$ cat src/design/rsc_pkg.sv
/*
 Shared constants for the relay switch channel control core: channel count,
 serial frame layout, command addresses, reset values, timing and modes.
 Assumes a single 40 MHz core clock.
*/
package rsc_pkg;

  localparam int NUM_CH = 8;
  localparam int FRAME_BITS = 16;
  localparam int CLK_FREQ_MHZ = 40;
  localparam int SCLK_MAX_MHZ = 5;

  // Limp-home restart time in microseconds and its length in core cycles
  localparam int RETRY_TIME_US = 1000;
  localparam int RETRY_CYCLES_DEF = RETRY_TIME_US * CLK_FREQ_MHZ;
  localparam int RETRY_W = 20;

  // Frame fields
  localparam int WR_BIT = 15;
  localparam int ADDR_MSB = 14;
  localparam int ADDR_LSB = 12;
  localparam int DATA_MSB = 7;
  localparam logic [3:0] CNT_LAST = 4'hF;
  localparam logic [3:0] CNT_ZERO = 4'h0;

  // Command addresses
  localparam logic [2:0] ADR_CTRL = 3'h0;
  localparam logic [2:0] ADR_MAP0 = 3'h1;
  localparam logic [2:0] ADR_MAP1 = 3'h2;
  localparam logic [2:0] ADR_OLSRC = 3'h3;
  localparam logic [2:0] ADR_OVL_CLR = 3'h4;
  localparam logic [2:0] ADR_DIAG_CLR = 3'h5;
  localparam logic [2:0] ADR_DIAG = 3'h6;

  // Reset values
  localparam logic [7:0] CTRL_RST = 8'h00;
  localparam logic [7:0] MAP0_RST = 8'h04;
  localparam logic [7:0] MAP1_RST = 8'h08;
  localparam logic [7:0] OLSRC_RST = 8'h00;
  localparam logic [7:0] BYTE_ZERO = 8'h00;
  localparam logic [15:0] RESP_RST = 16'h0000;
  localparam logic [15:0] RESP_ERR = 16'hFFFF;

  // Fixed limp-home routing
  localparam int LIMP_IN0_CH = 2;
  localparam int LIMP_IN1_CH = 3;

  // Synchroniser vector layout
  localparam int SYNC_W = 23;
  localparam logic [22:0] SYNC_RST = 23'h44_0000;
  localparam int SY_CSN = 22;
  localparam int SY_SCLK = 21;
  localparam int SY_SI = 20;
  localparam int SY_IDLE = 19;
  localparam int SY_VDD = 18;
  localparam int SY_IN0 = 17;
  localparam int SY_IN1 = 16;
  localparam int SY_OVL_MSB = 15;
  localparam int SY_OVL_LSB = 8;
  localparam int SY_OSM_MSB = 7;
  localparam int SY_OSM_LSB = 0;

  typedef enum logic [1:0] {
    MODE_NORMAL = 2'b00,
    MODE_LIMP = 2'b01,
    MODE_IDLE = 2'b11
  } rsc_mode_type;

endpackage

$ cat src/design/rsc_sync3.sv
/*
 Three-stage input synchroniser with agreement filter.
 Assumes asynchronous inputs; output moves once stages two and three agree.
*/
`timescale 1ns/100ps
`default_nettype none
module rsc_sync3 #(
  parameter int WIDTH = 1,
  parameter logic [WIDTH-1:0] RST_VAL = '0
) (
  input wire logic core_clk,
  input wire logic resetn,
  input wire logic [WIDTH-1:0] raw,
  output logic [WIDTH-1:0] filt_q
);

  logic [WIDTH-1:0] s1_q;
  logic [WIDTH-1:0] s2_q;
  logic [WIDTH-1:0] s3_q;

  always_ff @(posedge core_clk or negedge resetn) begin
    if (!resetn) begin
      s1_q <= RST_VAL;
      s2_q <= RST_VAL;
      s3_q <= RST_VAL;
    end else begin
      s1_q <= raw;
      s2_q <= s1_q;
      s3_q <= s2_q;
    end
  end

  // Per bit: take the new level only when the two later stages agree
  always_ff @(posedge core_clk or negedge resetn) begin
    if (!resetn) begin
      filt_q <= RST_VAL;
    end else begin
      filt_q <= (filt_q & (s2_q ^ s3_q)) | (s3_q & ~(s2_q ^ s3_q));
    end
  end

endmodule
`default_nettype wire

$ cat src/design/rsc_core.sv
/*
 Channel control core of an eight-channel high-side switch: 16-bit serial
 slave with daisy-chain pass-through, input mapping, limp-home routing,
 overload latch-off with restart, open-load source enable and diagnosis.
 Assumes all pins are asynchronous to core_clk and the serial clock stays
 well below a quarter of core_clk.
*/
`timescale 1ns/100ps
`default_nettype none
// How it works
// - Serial output enable is low whenever chip select is high.
// - Chip select low selects; a high or pulled-up line means deselected.
// - Default and limp-home: input zero drives channel 2.
// - Default and limp-home: input one drives channel 3.
// - Limp-home ignores programmed mapping and uses the fixed routing.
// - Limp-home with idle low works without the digital supply.
// - In normal mode software maps each input to any set of channels.
// - Overload switches a channel off and latches it until software clears.
// - In limp-home a latched channel with input high restarts after retry time.
// - Sixteen-bit frames control channels and read back diagnosis.
// - Shifted data passes through for daisy chains, also with 8-bit parts.
// - Serial access works only while the digital supply is present.
// - Software enables the per-channel open-load test source while off.
// - Overload and open-load findings are latched and readable.
module rsc_core
  import rsc_pkg::*;
#(
  parameter int RETRY_CYCLES = RETRY_CYCLES_DEF
) (
  input wire logic core_clk,
  input wire logic resetn,
  input wire logic chip_select_low_n,
  input wire logic serial_clk,
  input wire logic serial_in,
  output logic serial_out,
  output logic serial_out_oe,
  input wire logic idle_mode_req,
  input wire logic digital_supply_ok,
  input wire logic direct_input_zero,
  input wire logic direct_input_one,
  input wire logic [NUM_CH-1:0] overload_det,
  input wire logic [NUM_CH-1:0] output_monitor_status_bits,
  output logic [NUM_CH-1:0] channel_on,
  output logic [NUM_CH-1:0] open_load_test_source,
  output logic idle_mode,
  output logic limp_home
);

  ////////////////////////////////////////////////////////////////////////////
  logic [SYNC_W-1:0] raw_vec;
  logic [SYNC_W-1:0] syn_vec;
  logic csn_s, sclk_s, si_s, idle_s, vdd_s, in0_s, in1_s;
  logic [NUM_CH-1:0] ovl_s;
  logic [NUM_CH-1:0] osm_s;

  assign raw_vec = {chip_select_low_n, serial_clk, serial_in, idle_mode_req,
                    digital_supply_ok, direct_input_zero, direct_input_one,
                    overload_det, output_monitor_status_bits};

  rsc_sync3 #(.WIDTH(SYNC_W), .RST_VAL(SYNC_RST)) u_sync (
    .core_clk(core_clk),
    .resetn(resetn),
    .raw(raw_vec),
    .filt_q(syn_vec)
  );

  assign csn_s = syn_vec[SY_CSN];
  assign sclk_s = syn_vec[SY_SCLK];
  assign si_s = syn_vec[SY_SI];
  assign idle_s = syn_vec[SY_IDLE];
  assign vdd_s = syn_vec[SY_VDD];
  assign in0_s = syn_vec[SY_IN0];
  assign in1_s = syn_vec[SY_IN1];
  assign ovl_s = syn_vec[SY_OVL_MSB:SY_OVL_LSB];
  assign osm_s = syn_vec[SY_OSM_MSB:SY_OSM_LSB];

  ////////////////////////////////////////////////////////////////////////////
  // Serial slave
  logic sel, sel_q, sclk_q, sclk_rise, sclk_fall;
  logic [FRAME_BITS-1:0] shift_q;
  logic [FRAME_BITS-1:0] resp_q;
  logic [3:0] bit_cnt_q;
  logic full_q, so_q;
  logic frame_end, frame_ok;

  assign sel = ~csn_s & vdd_s;
  assign sclk_rise = sclk_s & ~sclk_q;
  assign sclk_fall = ~sclk_s & sclk_q;
  assign frame_end = sel_q & ~sel;
  // Chains with 8-bit parts end on any byte boundary after the first full word
  assign frame_ok = frame_end & vdd_s & full_q & (bit_cnt_q[2:0] == CNT_ZERO[2:0]);

  always_ff @(posedge core_clk or negedge resetn) begin
    if (!resetn) begin
      sel_q <= 1'b0;
      sclk_q <= 1'b0;
    end else begin
      sel_q <= sel;
      sclk_q <= sclk_s;
    end
  end

  always_ff @(posedge core_clk or negedge resetn) begin
    if (!resetn) begin
      shift_q <= RESP_RST;
      bit_cnt_q <= CNT_ZERO;
      full_q <= 1'b0;
      so_q <= 1'b0;
    end else if (sel && !sel_q) begin
      shift_q <= resp_q;
      bit_cnt_q <= CNT_ZERO;
      full_q <= 1'b0;
      so_q <= resp_q[FRAME_BITS-1];
    end else if (sel && sclk_rise) begin
      // Oldest bit leaves at the top, so data passes on down the chain
      shift_q <= {shift_q[FRAME_BITS-2:0], si_s};
      bit_cnt_q <= bit_cnt_q + 4'h1;
      if (bit_cnt_q == CNT_LAST) begin
        full_q <= 1'b1;
      end
    end else if (sel && sclk_fall) begin
      so_q <= shift_q[FRAME_BITS-1];
    end
  end

  assign serial_out = so_q;
  assign serial_out_oe = sel_q;

  ////////////////////////////////////////////////////////////////////////////
  // Command decode
  logic wr;
  logic [2:0] addr;
  logic [7:0] data;
  logic [7:0] ctrl_q, map0_q, map1_q, olsrc_q;
  logic [NUM_CH-1:0] ovl_latch_q, ol_latch_q, retry_clr;
  logic [NUM_CH-1:0] ovl_clr_mask, diag_clr_mask;

  assign wr = frame_ok & shift_q[WR_BIT];
  assign addr = shift_q[ADDR_MSB:ADDR_LSB];
  assign data = shift_q[DATA_MSB:0];
  assign ovl_clr_mask = (wr && addr == ADR_OVL_CLR) ? data : BYTE_ZERO;
  assign diag_clr_mask = (wr && addr == ADR_DIAG_CLR) ? data : BYTE_ZERO;

  always_ff @(posedge core_clk or negedge resetn) begin
    if (!resetn) begin
      ctrl_q <= CTRL_RST;
      map0_q <= MAP0_RST;
      map1_q <= MAP1_RST;
      olsrc_q <= OLSRC_RST;
    end else if (wr) begin
      unique case (addr)
        ADR_CTRL: ctrl_q <= data;
        ADR_MAP0: map0_q <= data;
        ADR_MAP1: map1_q <= data;
        ADR_OLSRC: olsrc_q <= data;
        default: ;
      endcase
    end
  end

  function automatic logic [15:0] read_word(input logic [2:0] a,
      input logic [7:0] c, input logic [7:0] m0, input logic [7:0] m1,
      input logic [7:0] os, input logic [7:0] ov, input logic [7:0] ol);
    logic [15:0] r;
    r = {BYTE_ZERO, BYTE_ZERO};
    unique case (a)
      ADR_CTRL: r = {BYTE_ZERO, c};
      ADR_MAP0: r = {BYTE_ZERO, m0};
      ADR_MAP1: r = {BYTE_ZERO, m1};
      ADR_OLSRC: r = {BYTE_ZERO, os};
      default: r = {ov, ol};
    endcase
    return r;
  endfunction

  // Answer for the next frame: register read, standard diagnosis, or all ones after a bad frame
  always_ff @(posedge core_clk or negedge resetn) begin
    if (!resetn) begin
      resp_q <= RESP_RST;
    end else if (frame_end && !frame_ok) begin
      resp_q <= RESP_ERR;
    end else if (wr) begin
      resp_q <= {ovl_latch_q, ol_latch_q};
    end else if (frame_ok) begin
      resp_q <= read_word(addr, ctrl_q, map0_q, map1_q, olsrc_q,
                          ovl_latch_q, ol_latch_q);
    end
  end

  ////////////////////////////////////////////////////////////////////////////
  // Mode and channel drive
  rsc_mode_type mode_d, mode_q;
  logic [NUM_CH-1:0] map_drv, limp_drv, ch_on_d, ch_on_q, ols_q;

  always_comb begin
    if (idle_s) begin
      mode_d = MODE_IDLE;
    end else if (!vdd_s) begin
      mode_d = MODE_LIMP;
    end else begin
      mode_d = MODE_NORMAL;
    end
  end

  always_ff @(posedge core_clk or negedge resetn) begin
    if (!resetn) begin
      mode_q <= MODE_NORMAL;
    end else begin
      mode_q <= mode_d;
    end
  end

  for (genvar g = 0; g < NUM_CH; g++) begin : g_ch
    assign map_drv[g] = (in0_s & map0_q[g]) | (in1_s & map1_q[g]);
    if (g == LIMP_IN0_CH) begin : g_l0
      assign limp_drv[g] = in0_s;
    end else if (g == LIMP_IN1_CH) begin : g_l1
      assign limp_drv[g] = in1_s;
    end else begin : g_ln
      assign limp_drv[g] = 1'b0;
    end
  end

  always_comb begin
    unique case (mode_q)
      MODE_NORMAL: ch_on_d = (ctrl_q | map_drv) & ~ovl_latch_q;
      MODE_LIMP: ch_on_d = limp_drv & ~ovl_latch_q;
      MODE_IDLE: ch_on_d = BYTE_ZERO;
      default: ch_on_d = BYTE_ZERO;
    endcase
  end

  always_ff @(posedge core_clk or negedge resetn) begin
    if (!resetn) begin
      ch_on_q <= BYTE_ZERO;
      ols_q <= BYTE_ZERO;
    end else begin
      ch_on_q <= ch_on_d;
      ols_q <= olsrc_q & ~ch_on_d;
    end
  end

  assign channel_on = ch_on_q;
  assign open_load_test_source = ols_q;
  assign idle_mode = (mode_q == MODE_IDLE);
  assign limp_home = (mode_q == MODE_LIMP);

  ////////////////////////////////////////////////////////////////////////////
  // Overload latch, limp-home restart, open-load latch
  logic [RETRY_W-1:0] retry_cnt_q;
  logic [NUM_CH-1:0] retry_pend;
  logic retry_done;

  assign retry_pend = (mode_q == MODE_LIMP) ? (ovl_latch_q & limp_drv) : BYTE_ZERO;
  assign retry_done = (retry_cnt_q == RETRY_W'(RETRY_CYCLES - 1));
  assign retry_clr = retry_done ? retry_pend : BYTE_ZERO;

  always_ff @(posedge core_clk or negedge resetn) begin
    if (!resetn) begin
      retry_cnt_q <= '0;
    end else if (retry_pend == BYTE_ZERO || retry_done) begin
      retry_cnt_q <= '0;
    end else begin
      retry_cnt_q <= retry_cnt_q + 1'b1;
    end
  end

  // A new event wins over a clear in the same cycle
  always_ff @(posedge core_clk or negedge resetn) begin
    if (!resetn) begin
      ovl_latch_q <= BYTE_ZERO;
    end else begin
      ovl_latch_q <= (ovl_latch_q & ~(ovl_clr_mask | retry_clr))
                     | (ovl_s & ch_on_q);
    end
  end

  always_ff @(posedge core_clk or negedge resetn) begin
    if (!resetn) begin
      ol_latch_q <= BYTE_ZERO;
    end else begin
      ol_latch_q <= (ol_latch_q & ~diag_clr_mask)
                    | (osm_s & ols_q & ~ch_on_q);
    end
  end
endmodule
`default_nettype wire

$ cat config.mk
export PLATFORM = sky130hd
export DESIGN_NAME = rsc_core
export DESIGN_NICKNAME = d
export VERILOG_FILES = /design/src/design/rsc_pkg.sv /design/src/design/rsc_sync3.sv /design/src/design/rsc_core.sv
export SDC_FILE = /design/constraint.sdc
export NUM_CORES = 1
export LEC_CHECK = 0
export BUFFER_PORTS_ARGS = -buffer_cell sky130_fd_sc_hd__buf_2
export CAP_MARGIN = 20
export CORE_MARGIN = 2
export CORE_UTILIZATION = 50
export DETAILED_ROUTE_END_ITERATION = 10
export GPL_ROUTABILITY_DRIVEN = 0
export HOLD_SLACK_MARGIN = 0.06
export PLACE_DENSITY = 0.82
export SYNTH_ARGS = -nofsm -noshare
export SYNTH_HDL_FRONTEND = slang
export SYNTH_SLANG_ARGS = --single-unit
export TNS_END_PERCENT = 50
$ cat constraint.sdc
create_clock -name core_clk -period 1.9 [get_ports core_clk]
set_input_delay 0.475 -clock core_clk [delete_from_list [all_inputs] [get_ports core_clk]]
set_output_delay 0.475 -clock core_clk [all_outputs]
set_load 0.005 [all_outputs]
==> impl_results.md <==
- Crit path launch: bit_cnt_q[0]$_DFFE_PN0P_
- Initial core utilization: between 50% and 60%
- Post-DR wirelength/cell: between 15 and 20 um
- Syn_nets: about 630
- Post-Syn Instances: approximately 600
- Fin worst setup slack: -0.0637 ns
- Gr ovfl total: 0
- Worst Reg-to-Reg Cells: 7
- # nets final: 729
- Synth top area share: between 60% and 70%
- Slowest Stage Delay on Critical Path: ~0.42 ns
- Vias/cell: ~5.7
- Slowest stage cell, crit path: or3b_4
- Inst Count DP: roughly 900
- Crit Path Category: reg2reg
- Yosys warns: 0
- Violated checks: negative setup slack
- Die ar.: between 15000 and 20000 um^2
- Total GRT Usage: 21.9%
- Die height: 131 um
- HP Class: in2reg
- Crit path buffers/inverters: 2
- First-pass GRT wire length: roughly 29 mm
- Buffers on Ports: 44
- RSZ-0062 raised after global routing: yes
- Final Critical Period: between 1.5 and 2 ns
- Least-Margin Pin Slew: between 0.4 and 0.5 ns
- Max Slew Vio Count: 0
- Vias in the first global route: between 5000 and 6000
- Clock Sinks: approximately 220
- Core outline area: roughly 16000 um^2
- Inserted Clock Buffers: 21
- Top cell type by total area after synthesis: dfrtp_1
- Iter 0 DRT Violations: between 500 and 600
- Dpl ws: -0.149 ns
- Root buffer cell: clkbuf_16
- Netlist cell types: between 40 and 50
- Ratio of cells with drive above 1 in the final layout: 26.3%
- Largest buffer count on any clock path: 3
- Status: finished, violations left
- Post-layout util: about three fifths
- I/O pin cnt: 45
- Max-slew headroom: roughly two thirds
- Cell Area, Synth: 8050 um^2
- Pin count of the biggest net entering global routing: between 50 and 60
- Layout Cells excl Fill: just over 900
- Final hold vios: 0
- Initial antenna violation count: 0
- Leakage Power: roughly 0.0043 uW
- R2R Path Start: bit_cnt_q[0]$_DFFE_PN0P_
- Antenna cells: 0
- Delay-heaviest family, CP: simple AND/OR/NAND/NOR gates
- Maximum VDD drop: between 600 and 700 uV
- Residual DRC: 0
- DRT antenna net count: 0
- Post-Route WL: around 18 mm
- Final setup fails: 17
- Via count: between 5000 and 6000
- CTS tree: yes
- Critical Path Sink Type: flop
- Critical Path Start Type: flop
- Worst-path maximum fanout: 8
- Asr flop ratio synth: 100%
- Reg clk slew, reported paths: roughly 0.070 ns
- CP required: 2.28 ns
- Sequential element share of the synthesized area: between 60 and 70%
- Cell chain of the critical path: inv_2 -> ha_4 -> nand4b_4 -> or3b_4 -> nor3b_4 -> buf_12 -> mux2_4
- Max-cap viol count: 0
- Largest cells by area after synthesis: dfrtp_1 (65%), mux2_2 (4.5%), nand2_1 (4.1%)
- Num rows: 46
- Tot Pwr: between 10000 and 15000 uW
- H-tree depth: 1
- Most frequent cells in the layout: dfrtp_1 (208), nand2_1 (87), buf_2 (43)
- Die W: about 130 um
- Synthesis-stage register bit count: roughly 220
- Critical Path AT: 2.34 ns
- Detailed Place HPWL: 11.3 mm
- Area delta synth->final: 20.6%
- Fmax: between 500 and 600 MHz
- Fillers: 1132
- Predominant post-synthesis flop cell: dfrtp_1
- Post-Syn Area per Cell: 13.3 um^2
- Power Dens Cells: between 1000 and 1500 nW/um^2
- Crit path depth: 7
- R2R Path End: map1_q[1]$_DFFE_PN0P_
- Clk_lat worst skew: ~0.5 ns
- Setup crit end: map1_q[1]$_DFFE_PN0P_
- Reg2Reg Setup Slack: -0.06 ns
- EDFF count, synth: 0
- Pre-antenna DRT Iters: 5
- Fin crit share: 103%
- Clock skew: around 0.010 ns
- Commonest non-fill, non-tap cell in the layout: dfrtp_1
-- worst register-to-register path: stages (launching register included) --
cell and delay [ns]:
dfrtp_1 0.40, inv_2 0.09, ha_4 0.14, nand4b_4 0.10
or3b_4 0.42, nor3b_4 0.23, buf_12 0.17, mux2_4 0.30
-- power breakdown --
part	internal (uW)	switching (uW)	total [uW]
Sequential	4950	340	5290
Combinational	472	624	1100
Clock	2440	1650	4090
-- per-stage QoR --
| step | TNS (ns) | instance area, um^2 | hold slack, ns |
|---|---|---|---|
| 2_1_floorplan | -2.96 | 8050 | 0.179 |
| 3_3_place_gp | -1.10 | 8910 | 0.332 |
| 3_5_place_dp | -2.68 | 8910 | 0.336 |
| 4_1_cts | -0.915 | 9650 | 0.0703 |
| 5_1_grt | -1.72 | 9700 | 0.0698 |
| 6_report | -0.551 | 9700 | 0.0788 |
-- cells in the mapped netlist (3+ instances only) --
library cell / count
a22oi_1: 17
nand3_1: 6
a22o_1: 7
xnor2_1: 13
ha_1: 3
inv_1: 9
nand2b_1: 3
o21ai_0: 8
a21oi_1: 13
a221oi_1: 6
dfstp_2: 10
nor2_1: 42
a31oi_1: 8
xor2_1: 4
and3_1: 4
nor3_1: 10
and2_1: 4
buf_2: 4
clkbuf_1: 13
dfrtp_1: 208
nand2_1: 87
or2_2: 3
o2bb2ai_1: 8
nand4_1: 7
mux4_2: 8
mux2_2: 32
nor4_1: 7
maj3_1: 23
nor2b_1: 11
-- worst min path at each step --
stage	from	end	cells past startpoint
6_report	digital_supply_ok	u_sync.s1_q[18]$_DFF_PN1_	1
5_1_grt	digital_supply_ok	u_sync.s1_q[18]$_DFF_PN1_	1
4_1_cts	digital_supply_ok	u_sync.s1_q[18]$_DFF_PN1_	1
3_5_place_dp	u_sync.s1_q[11]$_DFF_PN0_	u_sync.s2_q[11]$_DFF_PN0_	0
3_3_place_gp	u_sync.s1_q[20]$_DFF_PN0_	u_sync.s2_q[20]$_DFF_PN0_	0
2_1_floorplan	resetn	asynchronous set/reset pin	0
-- cell families after synthesis --
family                   count (synthesis)  share of synthesized area [%]
flip-flops                             218                           67.9
adder cells (fa/ha/maj)                 26                           3.33
buffers and inverters                   27                           1.37
XOR/XNOR                                17                           1.85
AO/OA/AOI/OAI                           76                           6.76
multiplexers                            40                           6.72
AND/OR/NAND/NOR                        200                           12.0
-- final cells by class --
cell class / count / area, um^2 / share of cell area (%)
multi-input combinational: 359 / 2570 / 26.5
timing repair buffer: 92 / 693 / 7.14
inverter: 9 / 33.8 / 0.348
clock buffer: 33 / 601 / 6.19
clock inverter: 4 / 70.1 / 0.722
tap: 216 / 270 / 2.79
sequential: 218 / 5470 / 56.4
-- layer usage --
metal  vias to the layer above  track usage, %  routed length (um)
li1                       2315               -                   -
met1                      2734            28.1                7060
met2                       222            37.0                9140
met3                        68            3.58                1190
met4                         0            9.64                 646
met5                         -               0                   0
-- what timing repair did --
action | 4_1_cts | 5_1_grt
setup buffers | 0 | 2
resized for setup | 14 | 6
endpoints found under the setup margin | 45 | 46
pin swaps | 1 | 2
hold buffers | 1 | 0
hold endpoints to repair | 40 | 0
Note: power is estimated with default switching activity, not from simulation.
